### config.mk
export PLATFORM = sky130hd
export DESIGN_NAME = rpc_reset_power
export DESIGN_NICKNAME = d
export VERILOG_FILES = /design/src/rpc_pkg.sv /design/src/rpc_reset_power.sv
export SDC_FILE = /design/constraint.sdc
export NUM_CORES = 1
export LEC_CHECK = 0
export BUFFER_PORTS_ARGS = -buffer_cell sky130_fd_sc_hd__buf_2
export CORE_UTILIZATION = 30
export CTS_BUF_LIST = sky130_fd_sc_hd__clkbuf_8
export CTS_CLUSTER_DIAMETER = 150
export CTS_CLUSTER_SIZE = 20
export DETAILED_ROUTE_END_ITERATION = 16
export GPL_TIMING_DRIVEN = 0
export SETUP_SLACK_MARGIN = 0.4
export SLEW_MARGIN = 20
export SYNTH_ARGS = -nofsm -noshare
export SYNTH_HDL_FRONTEND = slang
export SYNTH_SLANG_ARGS = --single-unit
export TNS_END_PERCENT = 20
### constraint.sdc
create_clock -name clk -period 3.1 [get_ports clk]
set_clock_uncertainty 0.05 [all_clocks]
set_input_delay 0.62 -clock clk [delete_from_list [all_inputs] [get_ports clk]]
set_output_delay 0.62 -clock clk [all_outputs]
set_load 0.02 [all_outputs]
### src/rpc_pkg.sv
// Constants and carrier types for the reset and power control block
package rpc_pkg;
    localparam int CLK_PERIOD_NS = 20;
    localparam int PIN_MIN_PULSE_NS = 1500;
    localparam int PIN_MIN_CYC = (PIN_MIN_PULSE_NS + CLK_PERIOD_NS - 1) / CLK_PERIOD_NS;
    localparam int STARTUP_UNIT_NS = 4000;
    localparam int STARTUP_UNIT_CYC = STARTUP_UNIT_NS / CLK_PERIOD_NS;
    localparam int CNT_W = 12;

    localparam logic [3:0] ADDR_CAUSE = 4'h0;
    localparam logic [3:0] ADDR_POWER_CTRL = 4'h4;
    localparam logic [3:0] ADDR_STATUS = 4'h8;

    localparam int FLAG_POWER_ON = 0;
    localparam int FLAG_PIN = 1;
    localparam int FLAG_BROWNOUT = 2;
    localparam int FLAG_WATCHDOG = 3;
    localparam int FLAG_SCAN = 4;
    localparam int SCAN_DISABLE_BIT = 7;

    localparam int CTRL_SLEEP_MODE_LSB = 0;
    localparam int CTRL_SLEEP_ACTIVE = 3;
    localparam int CTRL_ADC_ENABLE = 4;
    localparam int CTRL_COMP_ENABLE = 5;
    localparam int CTRL_COMP_USES_REF = 6;
    localparam logic [6:0] CTRL_RESET = 7'h00;

    localparam logic [1:0] RESP_OKAY = 2'h0;
    localparam logic [1:0] RESP_SLVERR = 2'h2;

    typedef enum logic [2:0] {
        SLEEP_IDLE = 3'h0,
        SLEEP_ADC_QUIET = 3'h1,
        SLEEP_POWER_DOWN = 3'h2,
        SLEEP_POWER_SAVE = 3'h3,
        SLEEP_STANDBY = 3'h6,
        SLEEP_EXT_STANDBY = 3'h7
    } rpc_sleep_e;

    // Fuse inputs, each high when programmed
    typedef struct packed {
        logic brownoutEnable;
        logic brownoutLevel;
        logic [3:0] clockSelect;
        logic debugEnable;
        logic scanPortEnable;
    } rpc_fuses_s;

    // Power gating outputs toward the analog and clock blocks
    typedef struct packed {
        logic brownoutDetEnable;
        logic brownoutLevelHigh;
        logic refEnable;
        logic adcEnable;
        logic compEnable;
        logic mainClockRun;
        logic watchdogRun;
    } rpc_power_s;
endpackage

### src/rpc_reset_power.sv
// Reset merging, start-up stretching, cause flags and sleep power gating
`timescale 1ns/1ps
// How it works
// - I/O registers held in reset, then vector fetch
// - Port reset follows each source without clock, except watchdog via its registered pulse
// - Delay counter stretches reset, length from fuses
// - Five reset sources merged, any one resets
// - Power-on low reasserts reset at once
// - Pin low beyond minimum width resets
// - Pin release starts delay before reset release
// - Watchdog reset only when enabled and expired
// - Watchdog pulse one cycle, delay after it
// - Scan reset bit holds reset while set
// - Brown-out enable from fuse only, all modes
// - Level fuse selects 2.7V or 4.0V trip
// - Brown-out asserts at once, releases after delay
// - Enabled watchdog keeps running in sleep
// - Converter stays on; re-enable gives extended conversion
// - Comparator off in deep sleep; ref use persists
// - Reference on when any user needs it
// - Deep sleep disables input buffers except wake pins
// - Debug fuse keeps main clock in power-down/save while the scan port is enabled
// - Scan port off by disable bit or fuse
// - Test output tri-stated unless tap shifting
// - Per-source cause flags, zero-write clear, power-on rules
module rpc_reset_power #(
    parameter int PIN_COUNT = 32,
    parameter int STARTUP_CYC = rpc_pkg::STARTUP_UNIT_CYC
) (
    input wire logic clk,
    input wire logic srst,
    input wire logic [3:0] s_axi_awaddr,
    input wire logic s_axi_awvalid,
    output logic s_axi_awready,
    input wire logic [31:0] s_axi_wdata,
    input wire logic [3:0] s_axi_wstrb,
    input wire logic s_axi_wvalid,
    output logic s_axi_wready,
    output logic [1:0] s_axi_bresp,
    output logic s_axi_bvalid,
    input wire logic s_axi_bready,
    input wire logic [3:0] s_axi_araddr,
    input wire logic s_axi_arvalid,
    output logic s_axi_arready,
    output logic [31:0] s_axi_rdata,
    output logic [1:0] s_axi_rresp,
    output logic s_axi_rvalid,
    input wire logic s_axi_rready,
    input wire logic powerOnLow,
    input wire logic extResetN,
    input wire logic watchdogTimeout,
    input wire logic watchdogEnable,
    input wire logic brownoutLow,
    input wire logic scanResetBit,
    input wire rpc_pkg::rpc_fuses_s fuses,
    input wire logic adcConvStart,
    input wire logic [PIN_COUNT-1:0] wakePinMask,
    input wire logic tapShifting,
    input wire logic tdoData,
    output logic portResetAsync,
    output logic ioRegReset_q,
    output logic vectorFetch_q,
    output rpc_pkg::rpc_power_s power_q,
    output logic adcExtendedNext_q,
    output logic [PIN_COUNT-1:0] inputBufEnable_q,
    output logic scanEnabled,
    output logic tdoOut,
    output logic tdoOe
);
    logic [rpc_pkg::CNT_W-1:0] delayCnt_q;
    logic [rpc_pkg::CNT_W-1:0] delayTarget;
    logic [7:0] pinLowCnt_q;
    logic pinReset;
    logic wdPulse_q;
    logic wdTimeoutPrev_q;
    logic bodActive;
    logic sourceActive;
    logic [4:0] causeFlags_q;
    logic scanDisable_q;
    logic [6:0] powerCtrl_q;
    logic adcPrev_q;
    logic deepSleep;
    logic clocksStopped;
    logic sleeping;
    rpc_pkg::rpc_sleep_e sleepMode;
    logic awHave_q;
    logic wHave_q;
    logic [3:0] awAddr_q;
    logic [31:0] wData_q;
    logic [3:0] wStrb_q;
    logic doWrite;
    logic causeWrite;
    logic ctrlWrite;

    // Reset merging
    assign bodActive = fuses.brownoutEnable && brownoutLow;
    // Gated by the live pin so the cause ends with the low level
    assign pinReset = !extResetN && (pinLowCnt_q >= 8'(rpc_pkg::PIN_MIN_CYC));
    assign sourceActive = powerOnLow || pinReset || wdPulse_q
        || bodActive || scanResetBit;
    // Pin reset acts here with no clock edge needed
    assign portResetAsync = powerOnLow || !extResetN || wdPulse_q
        || bodActive || scanResetBit;
    assign delayTarget = rpc_pkg::CNT_W'(STARTUP_CYC << fuses.clockSelect[1:0]);

    always_ff @(posedge clk)
    begin
        if (srst || extResetN)
            pinLowCnt_q <= 8'h00;
        else if (!pinReset)
            pinLowCnt_q <= pinLowCnt_q + 8'h01;
    end

    // One-cycle watchdog pulse on a fresh timeout
    always_ff @(posedge clk)
    begin
        if (srst)
        begin
            wdPulse_q <= 1'b0;
            wdTimeoutPrev_q <= 1'b0;
        end
        else
        begin
            wdTimeoutPrev_q <= watchdogTimeout;
            wdPulse_q <= watchdogEnable && watchdogTimeout && !wdTimeoutPrev_q;
        end
    end

    // Delay counter; counting begins once every source is quiet
    always_ff @(posedge clk)
    begin
        if (srst || sourceActive)
        begin
            delayCnt_q <= '0;
            ioRegReset_q <= 1'b1;
            vectorFetch_q <= 1'b0;
        end
        else if (ioRegReset_q)
        begin
            vectorFetch_q <= 1'b0;
            if (delayCnt_q >= delayTarget - rpc_pkg::CNT_W'(1))
            begin
                ioRegReset_q <= 1'b0;
                vectorFetch_q <= 1'b1;
            end
            else
                delayCnt_q <= delayCnt_q + rpc_pkg::CNT_W'(1);
        end
        else
            vectorFetch_q <= 1'b0;
    end

    // Cause flags; a setting source wins over a zero write
    always_ff @(posedge clk)
    begin
        if (srst)
            causeFlags_q <= 5'h01;
        else
        begin
            if (powerOnLow)
                causeFlags_q[rpc_pkg::FLAG_POWER_ON] <= 1'b1;
            else if (causeWrite && !wData_q[rpc_pkg::FLAG_POWER_ON])
                causeFlags_q[rpc_pkg::FLAG_POWER_ON] <= 1'b0;
            for (int i = 1; i < 5; i++)
            begin
                if (powerOnLow)
                    causeFlags_q[i] <= 1'b0;
                else if ((i == rpc_pkg::FLAG_PIN && pinReset)
                    || (i == rpc_pkg::FLAG_BROWNOUT && bodActive)
                    || (i == rpc_pkg::FLAG_WATCHDOG && wdPulse_q)
                    || (i == rpc_pkg::FLAG_SCAN && scanResetBit))
                    causeFlags_q[i] <= 1'b1;
                else if (causeWrite && !wData_q[i])
                    causeFlags_q[i] <= 1'b0;
            end
        end
    end

    // Software-written state is I/O register state, cleared by internal reset
    always_ff @(posedge clk)
    begin
        if (srst || ioRegReset_q)
        begin
            scanDisable_q <= 1'b0;
            powerCtrl_q <= rpc_pkg::CTRL_RESET;
        end
        else
        begin
            if (causeWrite)
                scanDisable_q <= wData_q[rpc_pkg::SCAN_DISABLE_BIT];
            if (ctrlWrite)
                powerCtrl_q <= wData_q[6:0];
        end
    end

    // Power gating
    assign sleepMode = rpc_pkg::rpc_sleep_e'(powerCtrl_q[rpc_pkg::CTRL_SLEEP_MODE_LSB +: 3]);
    assign sleeping = powerCtrl_q[rpc_pkg::CTRL_SLEEP_ACTIVE];
    assign deepSleep = sleeping && (sleepMode == rpc_pkg::SLEEP_POWER_DOWN
        || sleepMode == rpc_pkg::SLEEP_POWER_SAVE);
    // Both I/O and converter clocks stop in every mode past noise reduction
    assign clocksStopped = sleeping && sleepMode != rpc_pkg::SLEEP_IDLE
        && sleepMode != rpc_pkg::SLEEP_ADC_QUIET;
    assign scanEnabled = fuses.scanPortEnable && !scanDisable_q;
    assign tdoOe = scanEnabled && tapShifting;
    assign tdoOut = tdoOe && tdoData;

    always_ff @(posedge clk)
    begin
        if (srst)
        begin
            power_q <= '0;
            inputBufEnable_q <= '1;
            adcExtendedNext_q <= 1'b1;
            adcPrev_q <= 1'b0;
        end
        else
        begin
            power_q.brownoutDetEnable <= fuses.brownoutEnable;
            power_q.brownoutLevelHigh <= fuses.brownoutLevel;
            power_q.refEnable <= fuses.brownoutEnable
                || (powerCtrl_q[rpc_pkg::CTRL_COMP_ENABLE]
                && powerCtrl_q[rpc_pkg::CTRL_COMP_USES_REF])
                || powerCtrl_q[rpc_pkg::CTRL_ADC_ENABLE];
            power_q.adcEnable <= powerCtrl_q[rpc_pkg::CTRL_ADC_ENABLE];
            power_q.compEnable <= powerCtrl_q[rpc_pkg::CTRL_COMP_ENABLE]
                && !clocksStopped;
            power_q.mainClockRun <= !deepSleep
                || (fuses.debugEnable && scanEnabled);
            power_q.watchdogRun <= watchdogEnable;
            inputBufEnable_q <= clocksStopped ? wakePinMask : '1;
            adcPrev_q <= powerCtrl_q[rpc_pkg::CTRL_ADC_ENABLE];
            if (powerCtrl_q[rpc_pkg::CTRL_ADC_ENABLE] && !adcPrev_q)
                adcExtendedNext_q <= 1'b1;
            else if (adcConvStart)
                adcExtendedNext_q <= 1'b0;
        end
    end

    // Register bus slave
    assign s_axi_awready = !awHave_q && !s_axi_bvalid;
    assign s_axi_wready = !wHave_q && !s_axi_bvalid;
    assign s_axi_arready = !s_axi_rvalid;
    assign doWrite = awHave_q && wHave_q && !s_axi_bvalid;
    assign causeWrite = doWrite && awAddr_q == rpc_pkg::ADDR_CAUSE && wStrb_q[0];
    assign ctrlWrite = doWrite && awAddr_q == rpc_pkg::ADDR_POWER_CTRL && wStrb_q[0];

    always_ff @(posedge clk)
    begin
        if (srst)
        begin
            awHave_q <= 1'b0;
            wHave_q <= 1'b0;
            awAddr_q <= 4'h0;
            wData_q <= 32'h0;
            wStrb_q <= 4'h0;
            s_axi_bvalid <= 1'b0;
            s_axi_bresp <= rpc_pkg::RESP_OKAY;
        end
        else
        begin
            if (s_axi_awvalid && s_axi_awready)
            begin
                awHave_q <= 1'b1;
                awAddr_q <= s_axi_awaddr;
            end
            if (s_axi_wvalid && s_axi_wready)
            begin
                wHave_q <= 1'b1;
                wData_q <= s_axi_wdata;
                wStrb_q <= s_axi_wstrb;
            end
            if (doWrite)
            begin
                awHave_q <= 1'b0;
                wHave_q <= 1'b0;
                s_axi_bvalid <= 1'b1;
                if (awAddr_q == rpc_pkg::ADDR_CAUSE || awAddr_q == rpc_pkg::ADDR_POWER_CTRL)
                    s_axi_bresp <= rpc_pkg::RESP_OKAY;
                else
                    s_axi_bresp <= rpc_pkg::RESP_SLVERR;
            end
            else if (s_axi_bvalid && s_axi_bready)
                s_axi_bvalid <= 1'b0;
        end
    end

    always_ff @(posedge clk)
    begin
        if (srst)
        begin
            s_axi_rvalid <= 1'b0;
            s_axi_rdata <= 32'h0;
            s_axi_rresp <= rpc_pkg::RESP_OKAY;
        end
        else if (s_axi_arvalid && s_axi_arready)
        begin
            s_axi_rvalid <= 1'b1;
            s_axi_rresp <= rpc_pkg::RESP_OKAY;
            if (s_axi_araddr == rpc_pkg::ADDR_CAUSE)
                s_axi_rdata <= {24'h0, scanDisable_q, 2'h0, causeFlags_q};
            else if (s_axi_araddr == rpc_pkg::ADDR_POWER_CTRL)
                s_axi_rdata <= {25'h0, powerCtrl_q};
            else if (s_axi_araddr == rpc_pkg::ADDR_STATUS)
                s_axi_rdata <= {22'h0, scanEnabled, adcExtendedNext_q, power_q,
                    ioRegReset_q};
            else
            begin
                s_axi_rdata <= 32'h0;
                s_axi_rresp <= rpc_pkg::RESP_SLVERR;
            end
        end
        else if (s_axi_rvalid && s_axi_rready)
            s_axi_rvalid <= 1'b0;
    end
endmodule // rpc_reset_power

==> flow_summary.toml, run 1 <==
[run_status]
outcome = "finished clean"

[global_route]
grt_overflow = 0
antenna_found_initial = 1
grt_pass1_wl_um = 16000
grtUsageTotal = 0.138
grt_pass1_vias = 3357
grt_max_degree = 16

[placed_design]
portBuffers = 131
dpl_worst_slack_ns = 0.386
hpwl_um = 8070
place_area_um2 = 5350
place.gp.congestion = 0.768

[routing]
antenna_left = 0
drcViolationCount = 0
routed_wl_um = 10300
dr.pass1.iters = 4
wl_per_cell_um = 12.5
routed-via-count = 3676
drt-vias-per-instance = 4.48
first_iter_violations = 150

[synthesis]
synth_commonest_cells = "dfxtp_1 (106), nor2_1 (53), nand2_1 (40), or3_1 (33), buf_4 (26)"
netlist_instances = 472
yosys-top-cells-area = "dfxtp_1 (48%), mux2i_1 (4.8%), or3_1 (4.7%)"
ys_async_sr_fraction = 0
synth_seq_cells = 106
synth_most_common_cell = "dfxtp_1"
ys_types = 53
synth_edf_count = 0
syn_area_um2 = 4380
yosys_most_used_dff = "dfxtp_1"
yosys.area.top_type = "dfxtp_1"
post_synth.cell_area_avg_um2 = 9.29
yosysSeqAreaShare = 0.484
yosysWarnings = 0
yosysTopAreaCellShare = 0.484

[critical_path]
critPathLaunchType = "input pin"
reg2reg_to = "delayCnt_q[1]"
r2r_slack_ns = 1.03
crit_required_ns = 3.32
r2r_start = "delayCnt_q[9]"
path_class = "in -> reg"
worstRegToRegCells = 7
worstPathCellList = "buf_2, inv_1, ha_1, inv_1, ha_1, and4_4, nor4b_4, a211oi_4, buf_6, mux2i_1, nor2_1"
cp-end-kind = "flop"
arrival_ns = 2.53
slowest_delay_ns = 0.37
path_max_fanout = 10
crit_slowest_cell = "a211oi_4"

[timing]
clock.fmax_mhz = 433
finalSetupViolCount = 0
grt_setup_unrepaired = "no"
period_share = 0.745
worst_slack_ns = 0.791
period_minus_slack_ns = 2.31
slew_headroom = 0.541
finalSetupTns_ns = 0
hold_violations = 0
slew_viol_final = 0
worst_pin_slew_ns = 0.682

[min_path]
hold_depth = 2
min_to = "s_axi_rvalid"
hp-start = "s_axi_rready"
holdCritPathClass = "in -> reg"

[power]
ir_worst_vdd_mv = 0.203
power_mw = 2.43
powerDensity_nw_per_um2 = 440
p_leak_nw = 2.40

[clocking]
clkSinkCount = 106
post_cts_buffers = 0
ctsRootBufferMaster = "clkbuf_8"
htree_levels = 3
cts_tree = "done"
cts.clk_slew.worst_paths_ns = 0.09
clk_latency_ns = 0.37
cts.repair.resized = 0
clock_path_buffers = 2
cts-buffers-inserted = 9
cts_hold_buf = 0

[floorplanning]
start_util = 0.312
ios = 187
num_rows = 43
die_area_um2 = 15100
die_w_um = 123
core_um2 = 14000
fp.dieH_um = 123

[job]
cap_violations = 0

[final_layout]
syn_to_final_growth_pct = 26.0
fillCellCount = 1419
final_nets = 751
finish.instance_area_um2 = 5520
regArea_um2 = 2120
drive_gt1_frac = 0.295
multi_input_area_um2 = 1990
==> critical path: cells and delay by family <==
kind / cells / cell delay, ns
buffers and inverters: 4 / 0.44
AO/OA/AOI/OAI: 1 / 0.37
adder cells (fa/ha/maj): 2 / 0.53
multiplexers: 1 / 0.18
AND/OR/NAND/NOR: 3 / 0.38
==> cell usage in the layout (no fill, tap or decap), drive strengths merged, types with 3 or more instances in the layout <==
| cell type | n |
|---|---|
| a211oi | 8 |
| a21bo | 4 |
| a21oi | 26 |
| a22oi | 8 |
| and2 | 3 |
| and3 | 3 |
| buf | 162 |
| clkbuf | 27 |
| conb | 25 |
| dfxtp | 106 |
| ha | 14 |
| inv | 20 |
| mux2i | 21 |
| nand2 | 40 |
| nand2b | 3 |
| nand3 | 5 |
| nand3b | 7 |
| nand4 | 5 |
| nor2 | 53 |
| nor2b | 9 |
| nor3 | 7 |
| o21ai | 15 |
| or2 | 4 |
| or3 | 33 |
| xnor2 | 5 |
==> state kept, by name, summed over array words and instances, names as in the netlist, 4 cells and up <==
register / cells
wData_q: 8
power_q: 6
pinLowCnt_q: 8
awAddr_q: 4
s_axi_rdata: 10
powerCtrl_q: 7
inputBufEnable_q: 32
delayCnt_q: 12
causeFlags_q: 5
==> metrics by stage <==
step / utilization / instances / hold slack, ns
CTS: 0.393 / 820 / 0.349
global placement: 0.381 / 806 / 0.401
finish: 0.393 / 821 / 0.373
floorplan: - / 495 / 0.372
detailed placement: 0.381 / 806 / 0.409
global route: 0.393 / 820 / 0.346
==> area by class of cell <==
| class | instances | area share |
|---|---|---|
| antenna | 1 | 0.000453 |
| buffer | 47 | 0.0512 |
| clock buffer | 11 | 0.0274 |
| clock inverter | 3 | 0.00317 |
| inverter | 19 | 0.0129 |
| multi-input combinational | 323 | 0.361 |
| sequential | 106 | 0.384 |
| tap | 180 | 0.0408 |
| timing repair buffer | 131 | 0.119 |
==> kinds of logic (layout without fill, tap and decap cells) <==
kind of cell,count (synthesis),count (layout),share of synthesized area
flip-flops,106,106,0.484
adder cells (fa/ha/maj),14,14,0.0400
other,2,26,0.00171
multiplexers,21,21,0.0480
buffers and inverters,66,211,0.0808
AO/OA/AOI/OAI,77,77,0.122
XOR/XNOR,6,6,0.0120
AND/OR/NAND/NOR,180,180,0.212
==> power by group <==
group | total (mW) | leakage (nW) | switching (mW) | internal (mW)
Combinational | 0.251 | 1.45 | 0.147 | 0.105
Clock | 0.768 | 0.0925 | 0.443 | 0.325
Sequential | 1.41 | 0.861 | 0.0194 | 1.39
Total | 2.43 | 2.40 | 0.609 | 1.82
==> worst max-delay path by stage <==
stage                  start             to  slack (ns)  cells past startpoint
floorplan           fuses[3]  delayCnt_q[1]        0.73                     10
global placement    fuses[3]  delayCnt_q[1]        0.41                     11
detailed placement  fuses[3]  delayCnt_q[1]        0.39                     11
CTS                 fuses[3]  delayCnt_q[1]        0.80                     11
global route        fuses[3]  delayCnt_q[1]        0.66                     11
finish              fuses[3]  delayCnt_q[1]        0.79                     11
==> routing by layer <==
metal | wire length [µm] | vias to the layer above | GRT usage
met5 | 0 | - | 0
met4 | 110 | 0 | 0.0366
met3 | 858 | 8 | 0.0548
met2 | 4680 | 129 | 0.226
met1 | 4630 | 1650 | 0.167
li1 | - | 1889 | -
Power figures use the tool's default switching activity.
==> run 2: changes to the inputs <==
--- a/config.mk
+++ b/config.mk
@@ -5,6 +5,7 @@
 export SDC_FILE = /design/constraint.sdc
 export NUM_CORES = 1
 export LEC_CHECK = 0
+export ABC_AREA = 1
 export BUFFER_PORTS_ARGS = -buffer_cell sky130_fd_sc_hd__buf_2
 export CORE_UTILIZATION = 30
 export CTS_BUF_LIST = sky130_fd_sc_hd__clkbuf_8
==> constraint.sdc (replaced) <==
create_clock -name clk -period 2.2 [get_ports clk]
set_clock_uncertainty 0.05 [all_clocks]
set_input_delay 0.44 -clock clk [delete_from_list [all_inputs] [get_ports clk]]
set_output_delay 0.44 -clock clk [all_outputs]
set_load 0.02 [all_outputs]
==> flow_summary.toml, run 2 <==
[min_path]
holdCritPathClass = "in -> reg"

[critical_path]
crit_slowest_cell = "ha_4"
cp_common_cell = "nand2_2"
worstPathCellList = "buf_8, inv_12, ha_4, inv_2, ha_4, nand2_2, nand2_2, a21oi_4, nand2_2, nor2_4, clkbuf_16, nand3_1, a21oi_2"
crit_buf_inv = 4
path_max_fanout = 5
slowest_delay_ns = 0.25
arrival_ns = 2.00
path_delay_family = "simple AND/OR/NAND/NOR gates"
crit_required_ns = 2.45
cp-end-kind = "flop"
critPathLaunchType = "input pin"
path_class = "in -> reg"

[placed_design]
place.gp.congestion = 0.786
dp_cells = 942
hpwl_um = 8530
portBuffers = 131

[timing]
hold_violations = 0
slew_viol_final = 0
grt_setup_unrepaired = "yes"
clock.fmax_mhz = 572
period_share = 0.795
finalSetupViolCount = 0
period_minus_slack_ns = 1.75
slew_headroom = 0.566
worst_pin_slew_ns = 0.651
whs_ns = 0.198

[clocking]
clock_path_buffers = 2
cts_tree = "done"
ctsRootBufferMaster = "clkbuf_8"
cts.clk_slew.worst_paths_ns = 0.10
clk_latency_ns = 0.36
clkSinkCount = 106
htree_levels = 3
cts_hold_buf = 0
cts-buffers-inserted = 9

[power]
powerDensity_nw_per_um2 = 606
power_mw = 3.70
p_leak_nw = 2.75
ir_worst_vdd_mv = 0.304

[synthesis]
yosysTopAreaCellShare = 0.459
post_synth.cell_area_avg_um2 = 7.70
yosys_most_used_dff = "dfxtp_1"
synth_commonest_cells = "nand2_1 (130), dfxtp_1 (106), inv_1 (90), nor2_1 (62), o21ai_0 (32)"
synth_most_common_cell = "nand2_1"
ys_async_sr_fraction = 0
yosysWarnings = 0
syn_area_um2 = 4620
yosys-top-cells-area = "dfxtp_1 (46%), nand2_1 (11%), inv_1 (7.3%)"
ys_types = 33
netlist_instances = 600
synth_seq_cells = 106
yosysSeqAreaShare = 0.459
synth_edf_count = 0
yosys.area.top_type = "dfxtp_1"

[final_layout]
largest_reg_flops = 32
final_common_cell = "buf_2"
drive_gt1_frac = 0.329
layout.cells.non_filler = 963
syn_to_final_growth_pct = 31.9
antenna_cells = 0
top_register = "inputBufEnable_q"
final_nets = 884
most-common-layout-cells = "buf_2 (133), nand2_1 (125), dfxtp_1 (97), inv_1 (85), nor2_1 (60)"
reg_top3 = "inputBufEnable_q: 32 flops, delayCnt_q: 12 flops, s_axi_rdata: 10 flops"

[routing]
drt-vias-per-instance = 4.28
drcViolationCount = 0
routed_wl_um = 11100
antenna_left = 0
routed-via-count = 4125
first_iter_violations = 151
dr.pass1.iters = 7
wl_per_cell_um = 11.5

[floorplanning]
start_util = 0.305
core_um2 = 15100
die_w_um = 126
die_area_um2 = 15900
fp.dieH_um = 126
num_rows = 45
ios = 187

[global_route]
grt_pass1_wl_um = 18300
grt_pass1_vias = 3773
grt_overflow = 0
antenna_found_initial = 0
grt_max_degree = 18
grtUsageTotal = 0.144

[run_status]
outcome = "finished clean"

[job]
cap_violations = 0
-- run 2: cell families after synthesis --
logic type               count (synthesis)  synth area share
adder cells (fa/ha/maj)                 14            0.0379
buffers and inverters                  134             0.138
AND/OR/NAND/NOR                        245             0.230
other                                    2           0.00162
AO/OA/AOI/OAI                           90             0.117
XOR/XNOR                                 9            0.0171
flip-flops                             106             0.459
-- run 2: per-layer routing --
layer | track usage | vias to the layer above | routed length, µm
met1 | 0.183 | 1850 | 5060
met4 | 0.0404 | 0 | 93
li1 | - | 2167 | -
met2 | 0.243 | 100 | 5270
met3 | 0.0344 | 8 | 643
met5 | 0 | - | 0
-- run 2: path summary, 6_finish.rpt --
path,to,from,cells after the start,slack (ns)
worst max-delay path,delayCnt_q[8],fuses[3],13,0.45
worst min-delay path,inputBufEnable_q[21],wakePinMask[21],3,0.20
worst max register to register,delayCnt_q[8],delayCnt_q[7],11,0.46
worst min register to register,wdPulse_q,wdTimeoutPrev_q,1,0.36
-- run 2: repair_timing --
item | in CTS | in global routing
setup endpoints to repair | 10 | 11
pin swaps | 0 | 9
gates cloned | 0 | 1
resized for setup | 4 | 28
setup buffers | 0 | 4
-- run 2: cell type report --
class,instances,area [µm²]
Buffer,42,295
Clock inverter,5,61.3
Fill cell,1603,9050
Multi-Input combinational cell,383,2110
Clock buffer,11,151
Sequential cell,106,2150
Tap cell,188,235
Timing Repair Buffer,136,729
Inverter,92,370
-- run 2: worst register-to-register path, delay by kind of cell, from the launching register on --
kind | cells | cell delay [ns]
AOI/OAI and AO/OA | 1 | 0.15
and+or+nand+nor | 6 | 0.51
buffers and inverters | 3 | 0.28
DFF | 1 | 0.38
adders and majority gates | 1 | 0.31
-- run 2: per-stage QoR --
step	TNS (ns)	worst slack, ns	instance area [µm²]	util
6_report	0	0.451	6100	0.403
5_1_grt	0	0.368	6100	0.403
4_1_cts	0	0.395	5930	0.391
3_5_place_dp	-0.288	-0.0369	5710	0.377
3_3_place_gp	-0.284	-0.0364	5710	0.377
2_1_floorplan	0	0.398	4820	-
-- run 2: report_power, final --
group | internal, mW | switching (mW) | leakage (nW) | total (mW)
clock | 0.593 | 0.677 | 0.0982 | 1.27
combinational | 0.167 | 0.259 | 1.79 | 0.426
sequential | 1.97 | 0.0332 | 0.870 | 2.00
==> run 3: changes to the inputs <==
==> constraint.sdc (replaced) <==
create_clock -name clk -period 1.79 [get_ports clk]
set_clock_uncertainty 0.05 [all_clocks]
set_input_delay 0.358 -clock clk [delete_from_list [all_inputs] [get_ports clk]]
set_output_delay 0.358 -clock clk [all_outputs]
set_load 0.02 [all_outputs]
==> flow_summary.toml, run 3 (synthesis results as in run 2) <==
[run_status]
outcome = "finished clean"

[critical_path]
critPathLaunchType = "flop"
path_max_fanout = 5
arrival_ns = 1.90
cp-end-kind = "flop"
crit_required_ns = 2.03
path_class = "reg -> reg"

[clocking]
cts.clk_slew.worst_paths_ns = 0.10
htree_levels = 3
cts-buffers-inserted = 9
cts_tree = "done"
clk_latency_ns = 0.36
clock_path_buffers = 2
clkSinkCount = 106
ctsRootBufferMaster = "clkbuf_8"

[routing]
routed-via-count = 4187
drcViolationCount = 0
antenna_left = 0
dr.pass1.iters = 6
first_iter_violations = 143
drt-vias-per-instance = 4.31
routed_wl_um = 11500
wl_per_cell_um = 11.8

[timing]
grt_setup_unrepaired = "yes"
clock.fmax_mhz = 603
period_minus_slack_ns = 1.66
worst_pin_slew_ns = 0.724
hold_violations = 0
finalSetupViolCount = 0
slew_headroom = 0.517
period_share = 0.927
slew_viol_final = 0

[global_route]
antenna_found_initial = 0
grtUsageTotal = 0.149
grt_max_degree = 18
grt_overflow = 0
grt_pass1_vias = 3890
grt_pass1_wl_um = 18900

[min_path]
holdCritPathClass = "in -> reg"

[power]
ir_worst_vdd_mv = 0.374
p_leak_nw = 2.81
powerDensity_nw_per_um2 = 721
power_mw = 4.56

[job]
cap_violations = 0

[placed_design]
place_area_um2 = 5710
portBuffers = 131
hpwl_um = 8530
place.gp.congestion = 0.786

[final_layout]
drive_gt1_frac = 0.356
final_common_cell = "buf_2"
top_register = "inputBufEnable_q"
reg_top3 = "inputBufEnable_q: 32 flops, delayCnt_q: 12 flops, s_axi_rdata: 10 flops"
largest_reg_flops = 32
syn_to_final_growth_pct = 37.0
finish.instance_area_um2 = 6330
final_nets = 892
most-common-layout-cells = "buf_2 (129), nand2_1 (122), dfxtp_1 (95), inv_1 (83), nor2_1 (58)"
post-route-util = 0.418
antenna_cells = 0

[floorplanning]
fp.dieH_um = 126
ios = 187
die_w_um = 126
num_rows = 45
start_util = 0.305
core_um2 = 15100
die_area_um2 = 15900
run 3: worst max-delay path, stage by stage (launching register included):
cell and delay (ns):
dfxtp_4 0.37, ha_4 0.24, nand2_2 0.06, nand2_2 0.06
a21oi_4 0.15, nand2_2 0.08, nor2_4 0.18, clkbuf_16 0.19
nand3_2 0.06, a21oi_2 0.15
run 3: final timing paths:
kind / from / to / slack (ns) / cells past startpoint
setup / recovery: delayCnt_q[9] / delayCnt_q[9] / 0.13 / 9
setup reg to reg: delayCnt_q[9] / delayCnt_q[9] / 0.13 / 9
hold reg to reg: wdTimeoutPrev_q / wdPulse_q / 0.35 / 1
hold / removal: wakePinMask[14] / inputBufEnable_q[14] / 0.11 / 3
run 3: routing by layer:
metal / global-route usage / up-vias / routed length, µm
met1: 0.188 / 1903 / 5290
met4: 0.0418 / 0 / 93
met5: 0 / - / 0
met2: 0.253 / 97 / 5540
li1: - / 2179 / -
met3: 0.0336 / 8 / 530
run 3: metrics by stage:
| stage | setup WS [ns] | hold slack (ns) | setup TNS, ns | cells |
|---|---|---|---|---|
| finish | 0.131 | 0.113 | 0 | 971 |
| floorplan | 0.0696 | 0.323 | 0 | 623 |
| detailed placement | -0.365 | 0.343 | -4.15 | 942 |
| global route | 0.0523 | 0.0890 | 0 | 971 |
| CTS | 0.0949 | 0.0915 | 0 | 969 |
| global placement | -0.364 | 0.329 | -4.12 | 942 |
run 3: repair_timing:
| item | CTS | global route |
|---|---|---|
| cloned | 2 | 0 |
| gates resized for setup | 43 | 34 |
| setup endpoints to repair | 63 | 97 |
| hold buffers | 0 | 0 |
| setup buffers | 9 | 2 |
| pin swaps | 16 | 13 |
run 3: final cells by class:
cell class	instances	area (µm²)
Fill cell	1586	8820
Multi-Input combinational cell	383	2230
Sequential cell	106	2160
Timing Repair Buffer	144	808
Inverter	92	370
Buffer	42	314
Tap cell	188	235
Clock buffer	11	151
Clock inverter	5	61.3
run 3: power by group:
| group | leakage (nW) | total (mW) | switching [mW] | internal (mW) |
|---|---|---|---|---|
| combinational | 1.84 | 0.547 | 0.329 | 0.219 |
| clock | 0.0982 | 1.56 | 0.833 | 0.729 |
| sequential | 0.872 | 2.45 | 0.0419 | 2.41 |
